==> config.mk <==
export PLATFORM = sky130hd
export DESIGN_NAME = spec_meas_ctrl
export DESIGN_NICKNAME = d
export VERILOG_FILES = /design/src/spec_meas_pkg.sv /design/src/spec_meas_ctrl.sv
export SDC_FILE = /design/constraint.sdc
export NUM_CORES = 1
export LEC_CHECK = 0
export ABC_AREA = 1
export BUFFER_PORTS_ARGS = -buffer_cell sky130_fd_sc_hd__buf_2
export CAP_MARGIN = 40
export CORE_MARGIN = 1
export CORE_UTILIZATION = 31
export CTS_BUF_LIST = sky130_fd_sc_hd__clkbuf_8
export CTS_CLUSTER_SIZE = 12
export DETAILED_ROUTE_END_ITERATION = 8
export SLEW_MARGIN = 20
export SYNTH_ARGS = -nofsm -noshare
export SYNTH_HDL_FRONTEND = slang
export SYNTH_SLANG_ARGS = --single-unit
==> constraint.sdc <==
create_clock -name clk_i -period 5.7 [get_ports clk_i]
set_input_delay 0.57 -clock clk_i [delete_from_list [all_inputs] [get_ports clk_i]]
set_output_delay 0.57 -clock clk_i [all_outputs]
set_load 0.1 [all_outputs]
==> src/spec_meas_pkg.sv <==
// Purpose: constants and types for the spectral measurement control block
// Assumes: byte registers on a Wishbone slave, one word per register
// Notes: offsets are register indices; byte address is four times index
// Summary of operation
// - integration step count at 0x81, step length split over 0xCA low and 0xCB high
// - integration lasts (count+1) times (length+1) time-base periods of 2.78 us
// - step count covers 1..256 steps, step length 1..65536 increments
// - step length resets to 999, one step of about 2.78 ms
// - conversion result is 16 bits, saturating at full scale
// - converter gain comes from bits 4:0 of analog_gain_config, 0.5x to 512x
// - wait-enable bit of 0x80 inserts a wait between spectral measurements
// - wait lasts (wait count+1) steps of 2.78 ms
// - long-wait bit 2 of wait_mode_config multiplies the wait by sixteen
// - lamp driver follows lamp-on bit 7 of 0x74
// - lamp current code sits in bits 6:0 of lamp_drive_config
// - multiplexer routes any photodiode to any of six converters
// - flicker runs when flicker-enable bit 6 and power bit 0 of 0x80 are set
// - flicker measurement lasts samples times (flicker count+1) time-base periods
// - 11-bit flicker step count, upper bits in flicker_gain_and_time_high 2:0, lower in own byte
// - flicker samples from flicker_sample_config bits 5:3, 8 to 1024
// - flicker gain from flicker_gain_and_time_high bits 7:3
// - flicker_result_status reports saturation, 120/100 Hz valid and detected flags
package spec_meas_pkg;
    localparam int unsigned CLK_HZ         = 125_000_000;
    localparam real         TBASE_NS       = 2780.0;
    localparam int unsigned TBASE_CYC      = int'($floor(TBASE_NS * CLK_HZ / 1.0e9));
    localparam int unsigned WAIT_STEP_TB   = 1000;
    localparam int unsigned LONG_FACTOR    = 16;
    localparam logic [7:0] IDX_LAMP        = 8'h74;
    localparam logic [7:0] IDX_ENABLE      = 8'h80;
    localparam logic [7:0] IDX_STEP_COUNT  = 8'h81;
    localparam logic [7:0] IDX_WAIT_COUNT  = 8'h83;
    localparam logic [7:0] IDX_WAIT_MODE   = 8'hA9;
    localparam logic [7:0] IDX_AGAIN       = 8'hAA;
    localparam logic [7:0] IDX_LAMP_DRIVE  = 8'hB1;
    localparam logic [7:0] IDX_STEP_LO     = 8'hCA;
    localparam logic [7:0] IDX_STEP_HI     = 8'hCB;
    localparam logic [7:0] IDX_FLK_SAMPLE  = 8'hD7;
    localparam logic [7:0] IDX_FLK_TIME_LO = 8'hD8;
    localparam logic [7:0] IDX_FLK_GAIN_HI = 8'hDA;
    localparam logic [7:0] IDX_FLK_STATUS  = 8'hDB;
    localparam logic [7:0] IDX_MUX_BASE    = 8'h00;
    localparam logic [7:0] IDX_MEAS_STAT   = 8'h93;
    localparam logic [7:0] IDX_RESULT_LO   = 8'h95;
    localparam logic [7:0] IDX_RESULT_HI   = 8'h96;
    localparam int unsigned MUX_ENTRIES    = 20;
    localparam int unsigned EN_PON_BIT     = 0;
    localparam int unsigned EN_SPEC_BIT    = 1;
    localparam int unsigned EN_WAIT_BIT    = 3;
    localparam int unsigned EN_FLK_BIT     = 6;
    localparam int unsigned LAMP_ON_BIT    = 7;
    localparam int unsigned LONG_WAIT_BIT  = 2;
    localparam logic [15:0] STEP_LEN_RST   = 16'h03E7;
    localparam logic [7:0]  LAMP_RST       = 8'h04;
    localparam logic [7:0]  ENABLE_RST     = 8'h00;
    localparam logic [7:0]  AGAIN_RST      = 8'h09;
    localparam logic [15:0] FULL_SCALE     = 16'hFFFF;

    typedef enum logic [1:0] {ST_IDLE, ST_INTEG, ST_WAIT} meas_state_t;

    typedef struct packed {
        logic        flk_saturated;
        logic        flk_120_valid;
        logic        flk_100_valid;
        logic        flk_120_det;
        logic        flk_100_det;
    } flicker_status_t;

    typedef struct packed {
        logic        lamp_on;
        logic [6:0]  lamp_code;
        logic [4:0]  again;
        logic [4:0]  flk_gain;
    } analog_ctrl_t;
endpackage

==> src/spec_meas_ctrl.sv <==
// Purpose: measurement sequencing and register file of a spectral sensor
// Assumes: classic Wishbone slave, 32-bit data, byte registers in low bits
// Notes: analog front end is outside; this block times it and holds its settings
//
// Chosen here: the Wishbone interface to the registers.
`timescale 1ns/1ns
`default_nettype none
module spec_meas_ctrl #(
    parameter int unsigned TBASE_CYCLES = spec_meas_pkg::TBASE_CYC
) (
    input  wire logic                           clk_i,
    input  wire logic                           rst_i,
    input  wire logic                           ce_i,
    input  wire logic                           cyc_i,
    input  wire logic                           stb_i,
    input  wire logic                           we_i,
    input  wire logic [3:0]                     sel_i,
    input  wire logic [11:0]                    adr_i,
    input  wire logic [31:0]                    dat_i,
    output logic [31:0]                         dat_o,
    output logic                                ack_o,
    input  wire logic                           conv_pulse_i,
    input  wire spec_meas_pkg::flicker_status_t flk_status_i,
    input  wire logic                           flk_status_upd_i,
    output logic                                integrating_o,
    output logic                                flk_running_o,
    output logic                                flk_done_o,
    output logic [15:0]                         result_o,
    output logic                                result_valid_o,
    output spec_meas_pkg::analog_ctrl_t         analog_o,
    output logic [4:0]                          lamp_ma_half_o,
    output logic [7:0]                          lamp_ma_o,
    output logic [2:0]                          mux_adc_o [spec_meas_pkg::MUX_ENTRIES]
);
    import spec_meas_pkg::*;

    logic [7:0]  enable_q, step_count_q, wait_count_q, wait_mode_q;
    logic [7:0]  again_q, lamp_q, lamp_drive_q, flk_sample_q, flk_lo_q, flk_hi_q;
    logic [15:0] step_len_q;
    logic [2:0]  mux_q [MUX_ENTRIES];
    flicker_status_t flk_stat_q;
    meas_state_t state_q;
    logic [15:0] tb_cnt_q;
    logic        tb_tick;
    logic [15:0] sub_q;
    logic [11:0] step_q;
    logic [15:0] acc_q;
    logic        sat_q;
    logic [15:0] result_q;
    logic        valid_q;
    logic [10:0] flk_sub_q;
    logic [10:0] flk_smp_q;
    logic        flk_done_q;
    logic        ack_q;
    logic [31:0] rdata_q;
    logic [7:0]  idx;
    logic        wr_en;
    logic        rd_en;
    logic        spec_on;
    logic        flk_on;
    logic [10:0] flk_steps;
    logic [10:0] flk_samples;

    assign idx    = adr_i[9:2];
    assign wr_en  = ce_i && cyc_i && stb_i && we_i && !ack_q && sel_i[0];
    assign rd_en  = ce_i && cyc_i && stb_i && !we_i && !ack_q;
    assign ack_o  = ack_q;
    assign dat_o  = rdata_q;

    // sixteen-bit increment that holds at full scale
    function automatic logic [15:0] sat_inc(input logic [15:0] v);
        return (v == FULL_SCALE) ? v : v + 16'h0001;
    endfunction

    // gain code above 10 clamps to 512x, the top power of two
    function automatic logic [4:0] gain_clamp(input logic [4:0] g);
        return (g > 5'h0a) ? 5'h0a : g;
    endfunction

    // register writes
    always_ff @(posedge clk_i) begin
        if (rst_i) begin
            enable_q     <= ENABLE_RST;
            step_count_q <= 8'h00;
            step_len_q   <= STEP_LEN_RST;
            wait_count_q <= 8'h00;
            wait_mode_q  <= 8'h00;
            again_q      <= AGAIN_RST;
            lamp_q       <= LAMP_RST;
            lamp_drive_q <= 8'h00;
            flk_sample_q <= 8'h00;
            flk_lo_q     <= 8'h00;
            flk_hi_q     <= 8'h00;
        end else if (wr_en) begin
            unique case (idx)
                IDX_ENABLE:      enable_q     <= dat_i[7:0];
                IDX_STEP_COUNT:  step_count_q <= dat_i[7:0];
                IDX_STEP_LO:     step_len_q[7:0]  <= dat_i[7:0];
                IDX_STEP_HI:     step_len_q[15:8] <= dat_i[7:0];
                IDX_WAIT_COUNT:  wait_count_q <= dat_i[7:0];
                IDX_WAIT_MODE:   wait_mode_q  <= dat_i[7:0];
                IDX_AGAIN:       again_q      <= {3'h0, dat_i[4:0]};
                IDX_LAMP:        lamp_q       <= dat_i[7:0];
                IDX_LAMP_DRIVE:  lamp_drive_q <= {1'b0, dat_i[6:0]};
                IDX_FLK_SAMPLE:  flk_sample_q <= {2'h0, dat_i[5:3], 3'h0};
                IDX_FLK_TIME_LO: flk_lo_q     <= dat_i[7:0];
                IDX_FLK_GAIN_HI: flk_hi_q     <= dat_i[7:0];
                default: ;
            endcase
        end
    end

    // multiplexer table, one converter number per photodiode
    always_ff @(posedge clk_i) begin
        if (rst_i) begin
            for (int i = 0; i < MUX_ENTRIES; i++) begin
                mux_q[i] <= 3'h0;
            end
        end else if (wr_en && idx < 8'(MUX_ENTRIES)) begin
            // codes 6 and 7 name no converter and are folded onto 5
            mux_q[idx[4:0]] <= (dat_i[2:0] > 3'h5) ? 3'h5 : dat_i[2:0];
        end
    end

    always_comb begin
        for (int i = 0; i < MUX_ENTRIES; i++) begin
            mux_adc_o[i] = mux_q[i];
        end
    end

    // read data and single-cycle ack
    always_ff @(posedge clk_i) begin
        if (rst_i) begin
            ack_q   <= 1'b0;
            rdata_q <= 32'h0000_0000;
        end else if (ce_i) begin
            ack_q <= cyc_i && stb_i && !ack_q;
            if (rd_en) begin
                rdata_q <= 32'h0000_0000;
                unique case (idx)
                    IDX_ENABLE:      rdata_q[7:0] <= enable_q;
                    IDX_STEP_COUNT:  rdata_q[7:0] <= step_count_q;
                    IDX_STEP_LO:     rdata_q[7:0] <= step_len_q[7:0];
                    IDX_STEP_HI:     rdata_q[7:0] <= step_len_q[15:8];
                    IDX_WAIT_COUNT:  rdata_q[7:0] <= wait_count_q;
                    IDX_WAIT_MODE:   rdata_q[7:0] <= wait_mode_q;
                    IDX_AGAIN:       rdata_q[7:0] <= again_q;
                    IDX_LAMP:        rdata_q[7:0] <= lamp_q;
                    IDX_LAMP_DRIVE:  rdata_q[7:0] <= lamp_drive_q;
                    IDX_FLK_SAMPLE:  rdata_q[7:0] <= flk_sample_q;
                    IDX_FLK_TIME_LO: rdata_q[7:0] <= flk_lo_q;
                    IDX_FLK_GAIN_HI: rdata_q[7:0] <= flk_hi_q;
                    IDX_FLK_STATUS:  rdata_q[7:0] <= {3'h0, flk_stat_q};
                    IDX_MEAS_STAT:   rdata_q[7:0] <= {5'h00, sat_q, valid_q,
                                                      state_q == ST_INTEG};
                    IDX_RESULT_LO:   rdata_q[7:0] <= result_q[7:0];
                    IDX_RESULT_HI:   rdata_q[7:0] <= result_q[15:8];
                    default: begin
                        if (idx < 8'(MUX_ENTRIES)) begin
                            rdata_q[2:0] <= mux_q[idx[4:0]];
                        end
                    end
                endcase
            end
        end
    end

    assign spec_on = enable_q[EN_PON_BIT] && enable_q[EN_SPEC_BIT];
    assign flk_on  = enable_q[EN_PON_BIT] && enable_q[EN_FLK_BIT];

    // shared 2.78 us time base
    always_ff @(posedge clk_i) begin
        if (rst_i || !enable_q[EN_PON_BIT]) begin
            tb_cnt_q <= 16'h0000;
        end else if (ce_i) begin
            tb_cnt_q <= tb_tick ? 16'h0000 : tb_cnt_q + 16'h0001;
        end
    end
    assign tb_tick = ce_i && (tb_cnt_q == 16'(TBASE_CYCLES - 1));

    // integrate, then optional wait, repeat while enabled
    always_ff @(posedge clk_i) begin
        if (rst_i || !spec_on) begin
            state_q <= ST_IDLE;
            sub_q   <= 16'h0000;
            step_q  <= 12'h000;
            acc_q   <= 16'h0000;
            sat_q   <= 1'b0;
            valid_q <= 1'b0;
        end else if (ce_i) begin
            unique case (state_q)
                ST_IDLE: begin
                    // start on a tick so the first period is a whole one
                    if (tb_tick) begin
                        state_q <= ST_INTEG;
                    end
                    sub_q   <= 16'h0000;
                    step_q  <= 12'h000;
                    acc_q   <= 16'h0000;
                end
                ST_INTEG: begin
                    if (conv_pulse_i) begin
                        acc_q <= sat_inc(acc_q);
                    end
                    if (tb_tick) begin
                        if (sub_q == step_len_q) begin
                            sub_q <= 16'h0000;
                            if (step_q[7:0] == step_count_q) begin
                                step_q  <= 12'h000;
                                valid_q <= 1'b1;
                                sat_q   <= (acc_q == FULL_SCALE);
                                state_q <= enable_q[EN_WAIT_BIT] ? ST_WAIT : ST_IDLE;
                            end else begin
                                step_q <= step_q + 12'h001;
                            end
                        end else begin
                            sub_q <= sub_q + 16'h0001;
                        end
                    end
                end
                ST_WAIT: begin
                    if (tb_tick) begin
                        if (sub_q == 16'(WAIT_STEP_TB - 1)) begin
                            sub_q <= 16'h0000;
                            // long mode stretches the step count sixteenfold
                            if (step_q == (wait_mode_q[LONG_WAIT_BIT]
                                    ? {wait_count_q, 4'hF}
                                    : {4'h0, wait_count_q})) begin
                                state_q <= ST_IDLE;
                            end else begin
                                step_q <= step_q + 12'h001;
                            end
                        end else begin
                            sub_q <= sub_q + 16'h0001;
                        end
                    end
                end
            endcase
        end
    end

    always_ff @(posedge clk_i) begin
        if (rst_i) begin
            result_q <= 16'h0000;
        end else if (ce_i && state_q == ST_INTEG && tb_tick && sub_q == step_len_q
                     && step_q[7:0] == step_count_q) begin
            result_q <= acc_q;
        end
    end

    // flicker: samples x (steps+1) time-base periods per update
    assign flk_steps   = {flk_hi_q[2:0], flk_lo_q};
    assign flk_samples = 11'(16'h0008 << flk_sample_q[5:3]);

    always_ff @(posedge clk_i) begin
        if (rst_i || !flk_on) begin
            flk_sub_q  <= 11'h000;
            flk_smp_q  <= 11'h000;
            flk_done_q <= 1'b0;
        end else if (ce_i) begin
            flk_done_q <= 1'b0;
            if (tb_tick) begin
                if (flk_sub_q == flk_steps) begin
                    flk_sub_q <= 11'h000;
                    if (flk_smp_q == flk_samples - 11'h001) begin
                        flk_smp_q  <= 11'h000;
                        flk_done_q <= 1'b1;
                    end else begin
                        flk_smp_q <= flk_smp_q + 11'h001;
                    end
                end else begin
                    flk_sub_q <= flk_sub_q + 11'h001;
                end
            end
        end
    end

    // status follows the detector at each update while flicker runs
    always_ff @(posedge clk_i) begin
        if (rst_i) begin
            flk_stat_q <= '0;
        end else if (ce_i && flk_on && flk_status_upd_i) begin
            flk_stat_q <= flk_status_i;
        end
    end

    assign integrating_o  = state_q == ST_INTEG;
    assign flk_running_o  = flk_on;
    assign flk_done_o     = flk_done_q;
    assign result_o       = result_q;
    assign result_valid_o = valid_q;
    assign analog_o.lamp_on   = lamp_q[LAMP_ON_BIT];
    assign analog_o.lamp_code = lamp_drive_q[6:0];
    assign analog_o.again     = gain_clamp(again_q[4:0]);
    assign analog_o.flk_gain  = gain_clamp(flk_hi_q[7:3]);
    assign lamp_ma_half_o     = 5'h00;
    // mA/2: 2 + code, reported as 8 bits of mA would overflow, so full mA halved
    assign lamp_ma_o = 8'(8'h02 + {1'b0, lamp_drive_q[6:0]});
endmodule
`default_nettype wire

==> results.yml <==
detailed_routing:
  wl_per_cell_um: 15.9
  via_count: 14500
  via_per_inst: 4.87
  wl_mm: 47.5
  drtIter0Drc: 1228
  antenna_left: 0
  dr.pass1.iters: 6
  remaining_drc_errors: 0
global_routing:
  grt_first_pass_wirelength_mm: 72.1
  track_usage_pct: 18.2
  overflow: 0
  first_global_vias: 13100
  grt_max_degree: 61
  antenna_found_initial: 7
place:
  portBuffers: 142
  placed_area_mm2: 0.0168
  pre_cts_slack_ps: 2540
  place_hpwl_mm: 34.9
  placed_cells: 2874
  routabilityCongestion: 0.948
power_and_ir_drop:
  p_clk_share_pct: 42.9
  p_leak_nw: 7.46
  p_sw_mw: 1.24
  internal_power_mw: 3.36
  p_seq_share_pct: 49.0
  p_comb_share_pct: 8.1
  p_per_area_mw_per_mm2: 257
  max-vdd-ir-drop_v: 0.000152
  swShare_pct: 26.9
  total_power_mw: 4.60
logic_synthesis:
  seq_area_frac_synth_pct: 44.9
  synthCells: 2100
  netlist_area_mm2: 0.0155
  synth.distinct_cells: 49
  yosysTopAreaCell: "dfxtp_1"
  synth_top_area_share_pct: 26.3
  yosys_warnings: 0
  avgSynthCellArea_um2: 7.39
  synthTopCellsByArea: "dfxtp_1 (26%), edfxtp_1 (19%), nand2_1 (13%)"
  ys_ff_latch: 300
critical_path:
  r2r_start: "tb_cnt_q[0]"
  cp_max_fo: 20
  slowest_stage: "ha_1"
  critPathTopFamily: "adder cells"
  reg2reg_to: "step_q[4]"
  critical_path_buf_inv_count: 2
  startpoint_type: "register"
  critPathMaxStageDelay_ps: 650
  cp.arrival_ps: 2260
  worstSetupPathType: "reg2out"
  ff2ff_path_depth: 10
  end_kind: "output pin"
  cp.required_ps: 5130
  crit_chain: "inv_1 -> ha_1 -> buf_2"
  rrSetupSlack_ps: 2960
sta:
  final-setup-viol-count: 0
  fin_skew_ps: 29.5
  finalHoldViolCount: 0
  rsz0062_at_grt: "no"
  period_needed_ps: 2830
  tns_ps: 0
  fin_ws_ps: 2870
  fmax_mhz: 354
  worst_pin_slew_ps: 845
  relSlewSlack_pct: 43.3
  final_max_slew_viol_count: 0
  period_share_pct: 49.6
floorplan:
  ios: 205
  initial_core_util_pct: 31.6
  core_area_mm2: 0.0492
  dieArea_mm2: 0.0510
  die_x_um: 226
  rows: 81
  dieHeight_um: 226
clock_network:
  worstSkewPairLatency_ps: 630
  htreeDepth: 2
  cts_buffer_depth: 3
  clock_sinks: 300
  cts_root_buf: "clkbuf_8"
  cts_buffers: 53
  clk_pin_slew_ps: 60
  cts_tree: "yes"
  postCtsSetupBuffers: 0
  ctsHoldBuffers: 0
  cts_resized: 0
worst_hold_path:
  min_path_cells: 3
  min_to: "flk_stat_q[3]"
  hold_start: "flk_status_i[3]"
  min_path_type: "in2reg"
finish:
  filler_cell_count: 5131
  final_cell_mix: "nand2_1 (547), nor2_1 (309), dfxtp_1 (204)"
  area_growth_pct: 15.1
  fin_area_mm2: 0.0179
  final_common_cell: "nand2_1"
  drive_gt1_share_pct: 11.8
  stdcell_count: 2976
  nets: 2339
flow_run:
  maxCapViolations: 0
outcome:
  run_status: "complete, no violations"
==> worst min-delay path, delay by kind of cell <==
family	cells	cell delay [ps]
AO/OA/AOI/OAI	1	70
AND/OR/NAND/NOR	1	80
buffers and inverters	1	70
==> routing by layer <==
metal,routed length (um),GRT usage [%]
met5,0,0
met4,2130,10.0
met3,2750,2.56
met2,21500,28.4
met1,21100,24.3
==> layout make-up <==
class | instances | area [um^2] | area share [%]
Antenna cell | 7 | 17.5 | 0.0981
Clock buffer | 66 | 908 | 5.09
Clock inverter | 27 | 135 | 0.757
Inverter | 201 | 757 | 4.24
Multi-Input combinational cell | 1558 | 7440 | 41.6
Sequential cell | 300 | 6970 | 39.0
Tap cell | 664 | 831 | 4.65
Timing Repair Buffer | 153 | 808 | 4.53
==> flip-flops by register name (all words and copies together) (netlist names), 2 cells and up <==
signal / flops
flk_sub_q: 11
wait_mode_q: 8
flk_sample_q: 3
enable_q: 8
mux_q: 96
flk_lo_q: 8
flk_smp_q: 11
step_q: 12
step_count_q: 8
lamp_drive_q: 7
step_len_q: 16
flk_stat_q: 5
result_o: 16
tb_cnt_q: 16
flk_hi_q: 8
lamp_q: 8
again_q: 5
state_q: 2
acc_q: 16
dat_o: 8
wait_count_q: 8
sub_q: 16
==> kinds of logic (layout without fill, tap and decap cells) <==
family,count (synthesis),after routing,share of synthesized area [%]
flip-flops,300,300,44.9
adder cells (fa/ha/maj),11,11,0.887
AO/OA/AOI/OAI,341,341,12.8
XOR/XNOR,50,50,2.82
buffers and inverters,308,447,8.79
AND/OR/NAND/NOR,1089,1089,29.7
other,1,74,0.0242
==> worst max-delay path by stage <==
stage | start | endpoint | slack [ps] | depth (start not counted)
after floorplan | lamp_drive_q[1] | lamp_ma_o[7] | 1630 | 3
after global placement | ce_i | step_q[1] | 2510 | 10
after detailed placement | rst_i | acc_q[7] | 2540 | 12
after CTS | state_q[1] | integrating_o | 2830 | 3
after global routing | tb_cnt_q[0] | step_q[4] | 2620 | 10
final | state_q[1] | integrating_o | 2870 | 3
==> synth_stat cells (all sizes together) <==
cell type / number
a211oi: 35
a21o: 3
a21oi: 131
a22oi: 34
a31oi: 1
a41oi: 1
and2: 4
and3: 2
buf: 65
clkbuf: 42
clkinv: 7
conb: 1
dfxtp: 204
edfxtp: 96
ha: 11
inv: 194
nand2: 549
nand3: 95
nand3b: 6
nand4: 42
nor2: 321
nor3: 51
nor3b: 2
nor4: 14
o211ai: 23
o21a: 2
o21ai: 101
o21bai: 1
o221ai: 1
o22ai: 5
o31ai: 3
or2: 3
xnor2: 21
xor2: 29
==> power groups by stage <==
stage	Clock [mW]	Sequential (mW)	Combinational, mW
finish	1.97	2.25	0.373
detailed placement	0	2.30	0.368
floorplan	0	2.38	0.215
CTS	2.02	2.25	0.369
global placement	0	2.30	0.365
global route	2.11	2.25	0.392
==> metrics by stage <==
stage | util (%) | hold WS [ps]
global placement | 34.1 | 437
CTS | 36.3 | 159
detailed placement | 34.1 | 444
global route | 36.3 | 199
floorplan | - | 425
finish | 36.3 | 200
No activity file was read; power rests on OpenSTA's default activity.
